`config.mk`:
```
export PLATFORM = sky130hd
export DESIGN_NAME = rlc_detector
export DESIGN_NICKNAME = d
export VERILOG_FILES = /design/src/hw/rlc_pkg.sv /design/src/hw/rlc_detector.sv
export SDC_FILE = /design/constraint.sdc
export NUM_CORES = 1
export LEC_CHECK = 0
export ABC_AREA = 1
export BUFFER_PORTS_ARGS = -buffer_cell sky130_fd_sc_hd__buf_2
export CORE_MARGIN = 1.5
export CORE_UTILIZATION = 49
export CTS_BUF_LIST = sky130_fd_sc_hd__clkbuf_2
export DETAILED_ROUTE_END_ITERATION = 8
export PLACE_DENSITY = 0.88
export SYNTH_ARGS = -nofsm -noshare
export SYNTH_HDL_FRONTEND = slang
export SYNTH_SLANG_ARGS = --single-unit
```
`constraint.sdc`:
```
create_clock -name aclk -period 2.1 [get_ports aclk]
set_clock_uncertainty 0.05 [all_clocks]
set_input_delay 0.315 -clock aclk [delete_from_list [all_inputs] [get_ports aclk]]
set_output_delay 0.315 -clock aclk [all_outputs]
set_load 0.1 [all_outputs]
```
`src/hw/rlc_pkg.sv`:
```
// Package for the receive loopback code detector: offsets, fields, resets, types
package rlc_pkg;
   // ==========================================================
   // Register indices (byte address is four times the index)
   localparam logic [11:0] RLC_IDX_CODE_CTRL = 12'h124;
   localparam logic [11:0] RLC_IDX_ACT_PAT = 12'h126;
   localparam logic [11:0] RLC_IDX_DEACT_PAT = 12'h127;
   localparam logic [11:0] RLC_IDX_STATUS = 12'h128;
   localparam int RLC_IDX_LSB = 2;
   localparam int RLC_IDX_MSB = 13;

   // ==========================================================
   // Field positions
   localparam int RLC_PAT_MSB = 7;
   localparam int RLC_PAT_LSB = 1;
   localparam int RLC_PAT_EN_BIT = 0;
   localparam int RLC_CTRL_AUTO_BIT = 0;
   localparam int RLC_CTRL_FRAMED_BIT = 1;
   localparam int RLC_CTRL_LEN_LSB = 2;
   localparam int RLC_CTRL_LEN_MSB = 3;
   localparam int RLC_ST_LOOP_BIT = 0;
   localparam int RLC_ST_ACT_BIT = 1;
   localparam int RLC_ST_DEACT_BIT = 2;

   // ==========================================================
   // Reset values and sizes
   localparam logic [7:0] RLC_PAT_RST = 8'haa;
   localparam logic [7:0] RLC_CTRL_RST = 8'h00;
   localparam logic [6:0] RLC_CODE_MASK_FULL = 7'h7f;
   localparam logic [2:0] RLC_CODE_MAX_LEN = 3'h7;
   localparam logic [2:0] RLC_CODE_LEN_SHIFT_MAX = 3'h3;
   localparam logic [1:0] RLC_RESP_OKAY = 2'h0;
   localparam logic [1:0] RLC_RESP_SLVERR = 2'h2;

   // ==========================================================
   // Types
   typedef struct packed {
      logic [1:0] len_sel;
      logic framed;
      logic auto_remote_loop;
   } rlc_ctrl_type;

   typedef struct packed {
      logic [6:0] code;
      logic detect_on;
   } rlc_pat_type;

   typedef struct packed {
      logic bit_valid;
      logic bit_value;
      logic framing_slot;
   } rlc_line_type;
endpackage : rlc_pkg

```
`src/hw/rlc_detector.sv`:
```
// Receive loopback code detector with AXI4-Lite register access
`timescale 1ns/10ps
module rlc_detector
   import rlc_pkg::*;
(
   // Clock and reset
   input wire logic aclk,
   input wire logic aresetn,
   // AXI4-Lite write address and data
   input wire logic [31:0] s_axi_awaddr,
   input wire logic s_axi_awvalid,
   output logic s_axi_awready,
   input wire logic [31:0] s_axi_wdata,
   input wire logic [3:0] s_axi_wstrb,
   input wire logic s_axi_wvalid,
   output logic s_axi_wready,
   // AXI4-Lite write response
   output logic [1:0] s_axi_bresp,
   output logic s_axi_bvalid,
   input wire logic s_axi_bready,
   // AXI4-Lite read
   input wire logic [31:0] s_axi_araddr,
   input wire logic s_axi_arvalid,
   output logic s_axi_arready,
   output logic [31:0] s_axi_rdata,
   output logic [1:0] s_axi_rresp,
   output logic s_axi_rvalid,
   input wire logic s_axi_rready,
   // Receive line bit stream
   input wire rlc_line_type line_in,
   // Detection results
   output logic activate_hit,
   output logic deactivate_hit,
   output logic remote_loop_on
);

   // ==========================================================
   // Register state
   rlc_pat_type act_q;
   rlc_pat_type deact_q;
   rlc_ctrl_type ctrl_q;
   logic act_seen_q;
   logic deact_seen_q;
   logic loop_q;
   logic [6:0] shift_q;
   logic [2:0] fill_q;
   logic [1:0] hit_q;
   logic [1:0] hit_d;

   // AXI bookkeeping
   logic aw_held_q;
   logic w_held_q;
   logic [11:0] aw_idx_q;
   logic [31:0] wdata_q;
   logic wstrb0_q;
   logic [1:0] bresp_q;
   logic bvalid_q;
   logic [31:0] rdata_q;
   logic [1:0] rresp_q;
   logic rvalid_q;
   logic do_write;
   logic ar_take;
   logic [11:0] ar_idx;

   // ==========================================================
   // Write channel: address and data accepted in either order
   assign do_write = aw_held_q && w_held_q && !bvalid_q;

   always_ff @(posedge aclk) begin
      if (!aresetn) begin
         aw_held_q <= 1'b0;
         w_held_q <= 1'b0;
         aw_idx_q <= 12'h000;
         wdata_q <= 32'h0000_0000;
         wstrb0_q <= 1'b0;
      end else begin
         if (s_axi_awvalid && !aw_held_q) begin
            aw_held_q <= 1'b1;
            aw_idx_q <= s_axi_awaddr[RLC_IDX_MSB:RLC_IDX_LSB];
         end else if (do_write) begin
            aw_held_q <= 1'b0;
         end
         if (s_axi_wvalid && !w_held_q) begin
            w_held_q <= 1'b1;
            wdata_q <= s_axi_wdata;
            wstrb0_q <= s_axi_wstrb[0];
         end else if (do_write) begin
            w_held_q <= 1'b0;
         end
      end
   end

   // Ready stays high while the holding slot is empty
   assign s_axi_awready = !aw_held_q;
   assign s_axi_wready = !w_held_q;

   // Write response, one cycle after both halves are held
   always_ff @(posedge aclk) begin
      if (!aresetn) begin
         bvalid_q <= 1'b0;
         bresp_q <= RLC_RESP_OKAY;
      end else if (do_write) begin
         bvalid_q <= 1'b1;
         case (aw_idx_q)
            RLC_IDX_CODE_CTRL, RLC_IDX_ACT_PAT, RLC_IDX_DEACT_PAT,
            RLC_IDX_STATUS: bresp_q <= RLC_RESP_OKAY;
            default: bresp_q <= RLC_RESP_SLVERR;
         endcase
      end else if (s_axi_bready) begin
         bvalid_q <= 1'b0;
      end
   end

   assign s_axi_bvalid = bvalid_q;
   assign s_axi_bresp = bresp_q;

   // ==========================================================
   // Control registers; all fields live in byte lane 0
   always_ff @(posedge aclk) begin
      if (!aresetn) begin
         act_q <= RLC_PAT_RST;
         deact_q <= RLC_PAT_RST;
         ctrl_q <= rlc_ctrl_type'(RLC_CTRL_RST[3:0]);
      end else if (do_write && wstrb0_q) begin
         case (aw_idx_q)
            RLC_IDX_ACT_PAT: begin
               act_q.code <= wdata_q[RLC_PAT_MSB:RLC_PAT_LSB];
               act_q.detect_on <= wdata_q[RLC_PAT_EN_BIT];
            end
            RLC_IDX_DEACT_PAT: begin
               deact_q.code <= wdata_q[RLC_PAT_MSB:RLC_PAT_LSB];
               deact_q.detect_on <= wdata_q[RLC_PAT_EN_BIT];
            end
            RLC_IDX_CODE_CTRL: begin
               ctrl_q.len_sel <= wdata_q[RLC_CTRL_LEN_MSB:RLC_CTRL_LEN_LSB];
               ctrl_q.framed <= wdata_q[RLC_CTRL_FRAMED_BIT];
               ctrl_q.auto_remote_loop <= wdata_q[RLC_CTRL_AUTO_BIT];
            end
            default: begin
            end
         endcase
      end
   end

   // ==========================================================
   // Read channel: data one cycle after the address is taken
   assign ar_take = s_axi_arvalid && !rvalid_q;
   assign ar_idx = s_axi_araddr[RLC_IDX_MSB:RLC_IDX_LSB];

   always_ff @(posedge aclk) begin
      if (!aresetn) begin
         rvalid_q <= 1'b0;
         rdata_q <= 32'h0000_0000;
         rresp_q <= RLC_RESP_OKAY;
      end else if (ar_take) begin
         rvalid_q <= 1'b1;
         rresp_q <= RLC_RESP_OKAY;
         case (ar_idx)
            RLC_IDX_ACT_PAT: rdata_q <= {24'h000000, act_q};
            RLC_IDX_DEACT_PAT: rdata_q <= {24'h000000, deact_q};
            RLC_IDX_CODE_CTRL: rdata_q <= {28'h0000000, ctrl_q};
            RLC_IDX_STATUS: rdata_q <= {29'h0000000, deact_seen_q, act_seen_q, loop_q};
            default: begin
               rdata_q <= 32'h0000_0000;
               rresp_q <= RLC_RESP_SLVERR;
            end
         endcase
      end else if (s_axi_rready) begin
         rvalid_q <= 1'b0;
      end
   end

   assign s_axi_arready = !rvalid_q;
   assign s_axi_rvalid = rvalid_q;
   assign s_axi_rdata = rdata_q;
   assign s_axi_rresp = rresp_q;

   // ==========================================================
   // Line history; framing slots are skipped in framed mode
   always_ff @(posedge aclk) begin
      if (!aresetn) begin
         shift_q <= 7'h00;
         fill_q <= 3'h0;
      end else if (line_in.bit_valid && !(ctrl_q.framed && line_in.framing_slot)) begin
         shift_q <= {shift_q[5:0], line_in.bit_value};
         if (fill_q != RLC_CODE_MAX_LEN) begin
            fill_q <= fill_q + 3'h1;
         end
      end
   end

   // ==========================================================
   // Both comparators share one length; code sits in the upper bits
   for (genvar g = 0; g < 2; g++) begin : g_cmp
      rlc_pat_type pat;
      logic [2:0] drop;
      logic [6:0] mask;
      logic [6:0] want;
      assign pat = (g == 0) ? act_q : deact_q;
      assign drop = RLC_CODE_LEN_SHIFT_MAX - {1'b0, ctrl_q.len_sel};
      assign mask = RLC_CODE_MASK_FULL >> drop;
      // Newest bit is the code LSB, so the MSB arrived first
      assign want = pat.code >> drop;
      assign hit_d[g] = pat.detect_on && line_in.bit_valid
         && !(ctrl_q.framed && line_in.framing_slot)
         && (fill_q >= ({1'b0, ctrl_q.len_sel} + 3'h3))
         && ((({shift_q[5:0], line_in.bit_value} ^ want) & mask) == 7'h00);
   end

   // Registered event pulses, one per matching bit
   always_ff @(posedge aclk) begin
      if (!aresetn) begin
         hit_q <= 2'b00;
      end else begin
         hit_q <= hit_d;
      end
   end

   assign activate_hit = hit_q[0];
   assign deactivate_hit = hit_q[1];

   // ==========================================================
   // Sticky detection flags; a new hit beats a clear in the same cycle
   always_ff @(posedge aclk) begin
      if (!aresetn) begin
         act_seen_q <= 1'b0;
         deact_seen_q <= 1'b0;
      end else begin
         if (hit_q[0]) begin
            act_seen_q <= 1'b1;
         end else if (do_write && wstrb0_q && aw_idx_q == RLC_IDX_STATUS
                      && wdata_q[RLC_ST_ACT_BIT]) begin
            act_seen_q <= 1'b0;
         end
         if (hit_q[1]) begin
            deact_seen_q <= 1'b1;
         end else if (do_write && wstrb0_q && aw_idx_q == RLC_IDX_STATUS
                      && wdata_q[RLC_ST_DEACT_BIT]) begin
            deact_seen_q <= 1'b0;
         end
      end
   end

   // ==========================================================
   // Automatic remote loopback; turning auto off drops the loop so it
   // cannot stay stuck with no way to leave it
   always_ff @(posedge aclk) begin
      if (!aresetn) begin
         loop_q <= 1'b0;
      end else if (!ctrl_q.auto_remote_loop) begin
         loop_q <= 1'b0;
      end else if (hit_q[1]) begin
         loop_q <= 1'b0;
      end else if (hit_q[0]) begin
         loop_q <= 1'b1;
      end
   end

   assign remote_loop_on = loop_q;

endmodule : rlc_detector

```
Word level (Yosys, flattened, before mapping)
Index checks and enable logic that the tools add are counted.
Cells by class
  order comparisons: 1
  bitwise gates (word level): 6
  eq/ne operators: 9
  shifts and indexed selects: 3
  div/mod/pow operators: 0
  multipliers: 0
  multiplexer cells: 14
  $add $sub $neg: 3
  reduce and logical (&&, ||, !) cells: 39
Operator list (number)
  12-bit by 9-bit equality test with 1-bit output, second input constant: 8
  8-bit one-hot mux with 4 select lines: 1
  1-bit logical AND: 19
  7-bit bitwise AND: 2
  7-bit logical NOT: 2
  7-bit by 3-bit >> shifter with 7-bit output: 2
  7-bit bitwise XOR: 2
  2-bit nonzero test: 6
  1-bit 2-to-1 mux: 11
  2-bit AND reduction: 4
  4-bit OR reduction: 2
  7-bit by 3-bit >> shifter with 7-bit output, first input constant: 1
  1-bit logical NOT: 5
  2-bit 2-to-1 mux: 2
  2-bit by 2-bit adder with 3-bit output, second input constant: 1
  3-bit by 1-bit adder with 3-bit output, second input constant: 1
  3-bit greater-or-equal comparator: 1
  3-bit != test, second input constant: 1
  3-bit OR reduction: 1
  2-bit by 2-bit subtractor with 3-bit output, first input constant: 1
  1-bit NOT: 2
Word-level totals
  ROM bits: 0
  bits in writable memories: 0
  input port bits: 110
  memories: 0
  logic and storage cells: 98
  register bits: 95
  bits in latches: 0

Longest topological paths before layout
  depth in word-level cells: 7
  mapped depth: 11

Least setup slack after synthesis
Ideal clock, no wire load.
  path kind: register -> register
  start: reg rvalid_q (netlist: s_axi_rvalid)
  end: reg rresp_q[1] (netlist: s_axi_rresp[1])
  arrival: 2.541 ns
  clock period less this slack: 2.710 ns
  required time: 1.931 ns
  path buffers: 0
  slack: -0.610 ns
  library setup time: 0.119 ns
  stages on the path, launching flop included: 6
  path through: dfxtp_1 inv_1 nand2_1 clkinv_1 o21ai_0 nor2_1
On the way
  longest elaborated chain between the ends: 2
Ends and longest elaborated chain
  start, declared: line rlc_detector.sv:60  | logic rvalid_q;
  start signal, assigned: line rlc_detector.sv:152  | rvalid_q <= 1'b0;
  start signal, assigned: line rlc_detector.sv:156  | rvalid_q <= 1'b1;
  start signal, assigned: line rlc_detector.sv:169  | rvalid_q <= 1'b0;
  1-bit logical NOT
  named net s_axi_arready: line rlc_detector.sv:24  | output logic s_axi_arready,
  1-bit logical AND: line rlc_detector.sv:147  | assign ar_take = s_axi_arvalid && !rvalid_q;
  end signal, assigned: line rlc_detector.sv:154  | rresp_q <= RLC_RESP_OKAY;
  end signal, assigned: line rlc_detector.sv:157  | rresp_q <= RLC_RESP_OKAY;
  end signal, assigned: line rlc_detector.sv:165  | rresp_q <= RLC_RESP_SLVERR;
  end, declared: line rlc_detector.sv:59  | logic [1:0] rresp_q;
The timed path passes the listed nets, and every way through them passes these cells.
A chain may end at the register's enable or synchronous reset.

Worst setup path in the final report
  start: reg ctrl_q[3] (netlist bit)
  end: reg hit_q[0]
On the way
  longest elaborated chain between the ends: 6
  elaborated cells on any way between the ends: 10
  classes of those cells: add/sub (2); order compare (1); shift (2); bitwise (2); reduce/logical (3)
Ends and longest elaborated chain
  start, declared: line rlc_detector.sv:41  | rlc_ctrl_type ctrl_q;
  start signal, assigned: line rlc_detector.sv:123  | ctrl_q <= rlc_ctrl_type'(RLC_CTRL_RST[3:0]);
  2-bit by 2-bit subtractor with 3-bit output: line rlc_detector.sv:200  | assign drop = RLC_CODE_LEN_SHIFT_MAX - {1'b0, ctrl_q.len_sel};
  7-bit by 3-bit >> shifter with 7-bit output: line rlc_detector.sv:203  | assign want = pat.code >> drop;
  7-bit bitwise XOR: line rlc_detector.sv:207  | && ((({shift_q[5:0], line_in.bit_value} ^ want) & mask) == 7'h00);
  7-bit bitwise AND: line rlc_detector.sv:207
  7-bit logical NOT: line rlc_detector.sv:207
  1-bit logical AND (*): line rlc_detector.sv:207
  end signal, assigned: line rlc_detector.sv:215  | hit_q <= hit_d;
  end, declared: line rlc_detector.sv:47  | logic [1:0] hit_q;
Every way passes the cells marked *; elsewhere a longest branch is shown, timed or not.

==> flow_summary.ini <==
[detailed_routing]
drt_iter0_drc = 262
ant_nets = 0
routed_wl_mm = 8.24
drt_first_pass_iters = 5
vias = 3530
drc_errors = 0
wl_per_cell_um = 12.0
vias_per_cell = 5.14

[floorplan]
core_um2 = 7180
rows = 31
die_x_um = 88.7
start_util = 0.501
pin_count = 154
fp.dieH_um = 88.7
dieArea_um2 = 7860

[logic_synthesis]
yosys-top-cells-area = dfxtp_1 38%, o21ai_0 9.2%, nand2_1 8.5%
synth-seq-cells = 69
synth_cell_type_count = 35
synth_top_family_by_area = simple AND/OR/NAND/NOR gates
yosysTopAreaCell = dfxtp_1
synthAdderAreaFrac = 0.0243
ys.warnings.count = 0
yosys.area_share.xor_xnor = 0.00487
seq_area_frac_synth = 0.384
muxShareOfSynthArea = 0
syn_area_um2 = 3600
synth-compound-area-share = 0.212
syn_inst = 511
synth_top_cell_area_share = 0.384
syn_area_per_cell_um2 = 7.04
yosys.area_share.simple = 0.234

[cts]
numCtsBuffers = 9
cts.sinks = 69
post_cts_buffers = 0
clkTransAtPathRegs_ns = 0.19
hold_buffers = 12
cts_resized = 0
cts_htree_levels = 3
clock-root-buffer = clkbuf_2
cts_buffer_depth = 2
insertion_delay_ns = 0.49
cts_tree = yes

[min_path]
hold_path_class = input port to flop

[sta]
setup_violations = 0
tightest_slew_ns = 0.506
fmax_mhz = 553
fin_tns_setup_ns = 0
max_slew_margin = 0.662
grt_setup_unrepaired = false
fin_crit_ns = 1.81
layout_setup_ws_ns = 0.291
period_share = 0.861
slew_violations = 0
hold_violations = 0

[global_routing]
first_global_vias = 3091
grt_max_degree = 56
grt_pass1_wl_mm = 13.5
antenna_found_initial = 0
globalRouteTotalUtil = 0.218
grt.overflow.total = 0

[power]
vdd_drop_max_uv = 633
leakagePower_nw = 1.89
power_density_nw_per_um2 = 649
finalPower_mw = 2.68

[place]
dp_hpwl_mm = 6.05
io_buffers = 60
dpl_worst_slack_ns = 0.300
place_area_um2 = 3890
gp_congestion = 0.902

[critical_path]
arrival_ns = 2.20
cp_max_fo = 10
end_kind = flop
crit_required_ns = 2.49
crit_type = flop to flop
startpoint_type = flop

[layout]
final_cell_mix = 81 x nand2_1, 68 x dfxtp_1, 66 x o21ai_0, 60 x buf_2, 52 x inv_1
fillCellCount = 677
final_area_um2 = 4130
drive_gt1_frac = 0.172
layout_commonest_cell = nand2_1
diodes = 0
synthToLayoutAreaGrowth_pct = 14.7
nets = 701

[run_status]
status = completed

[run]
max_cap_violations = 0
==> power breakdown <==
group	internal, mW	switching (mW)
sequential	1.36	0.0333
combinational	0.114	0.431
clock	0.267	0.469
==> layer usage <==
| metal | part of all wire | vias up | track usage |
|---|---|---|---|
| met4 | 0.020 | 0 | 0.0852 |
| met5 | 0 | - | 0 |
| met2 | 0.46 | 150 | 0.357 |
| met3 | 0.066 | 16 | 0.0364 |
| li1 | - | 1786 | - |
| met1 | 0.46 | 1578 | 0.286 |
==> cells by family after synthesis <==
| logic type | count (synthesis) |
|---|---|
| and+or+nand+nor | 189 |
| adders and majority gates | 7 |
| DFF | 69 |
| AOI/OAI and AO/OA | 142 |
| xor gates and xnor gates | 2 |
| other | 1 |
| buffers and inverters | 101 |
==> synthesized netlist by cell type <==
master and n:
dfxtp_1 69, or2_2 2, a21boi_0 1, inv_2 3, nand4_1 5, xor2_1 1
nand2_1 81, inv_1 53, conb_1 1, o21ai_2 2, buf_2 3, nor3_1 5
nor4_1 2, xnor2_1 1, a21oi_1 49, nor2_1 45, nor3_2 1, or2_1 4
clkinv_1 1, o22ai_1 4, o21a_1 1, ha_1 7, nand2_2 3, clkbuf_1 10
buf_6 2, or2_0 2, nand3_2 2, o211ai_1 14, o21ai_1 5, o21ai_0 66
nand3_1 33, nor2_4 2, buf_1 1, nor2_2 2, buf_4 28
==> final timing paths <==
path | startpoint | cells after the start | end | slack, ns
worst max register to register | ctrl_q[3] | 9 | hit_q[0] | 0.29
worst min-delay path | line_in[2] | 3 | shift_q[4] | 0.02
worst max-delay path | ctrl_q[3] | 9 | hit_q[0] | 0.29
worst min register to register | aw_idx_q[4] | 2 | aw_idx_q[4] | 0.42
==> critical path: stages (launching register included) <==
cell	delay, ns
dfxtp_1	0.35
inv_2	0.15
ha_1	0.26
ha_1	0.29
nand2_1	0.05
o211ai_1	0.26
nand2_1	0.08
nor2_1	0.12
nand2_1	0.06
nor2_1	0.10
==> registers in the layout (all words and copies together) (netlist names), 2 cells and up <==
register	count
hit_q	2
act_q	8
shift_q	6
s_axi_rdata	8
aw_idx_q	12
wdata_q	8
fill_q	3
deact_q	8
ctrl_q	4
==> layout make-up <==
| cell class | count | area (um^2) | area share |
|---|---|---|---|
| clock buffer | 10 | 50.0 | 0.0121 |
| clock inverter | 5 | 53.8 | 0.0130 |
| inverter | 57 | 218 | 0.0527 |
| multi-input combinational | 366 | 1810 | 0.438 |
| sequential | 69 | 1390 | 0.336 |
| tap | 99 | 124 | 0.0300 |
| timing repair buffer | 81 | 490 | 0.119 |
==> metrics by stage <==
| stage | hold slack (ns) | util | cells |
|---|---|---|---|
| after floorplan | 0.380 | - | 536 |
| after detailed placement | 0.394 | 0.543 | 659 |
| after global routing | 0.0224 | 0.575 | 687 |
| final | 0.0217 | 0.575 | 687 |
| after global placement | 0.389 | 0.543 | 659 |
| after CTS | 0.00189 | 0.574 | 686 |
No activity file was read; power rests on OpenSTA's default activity.
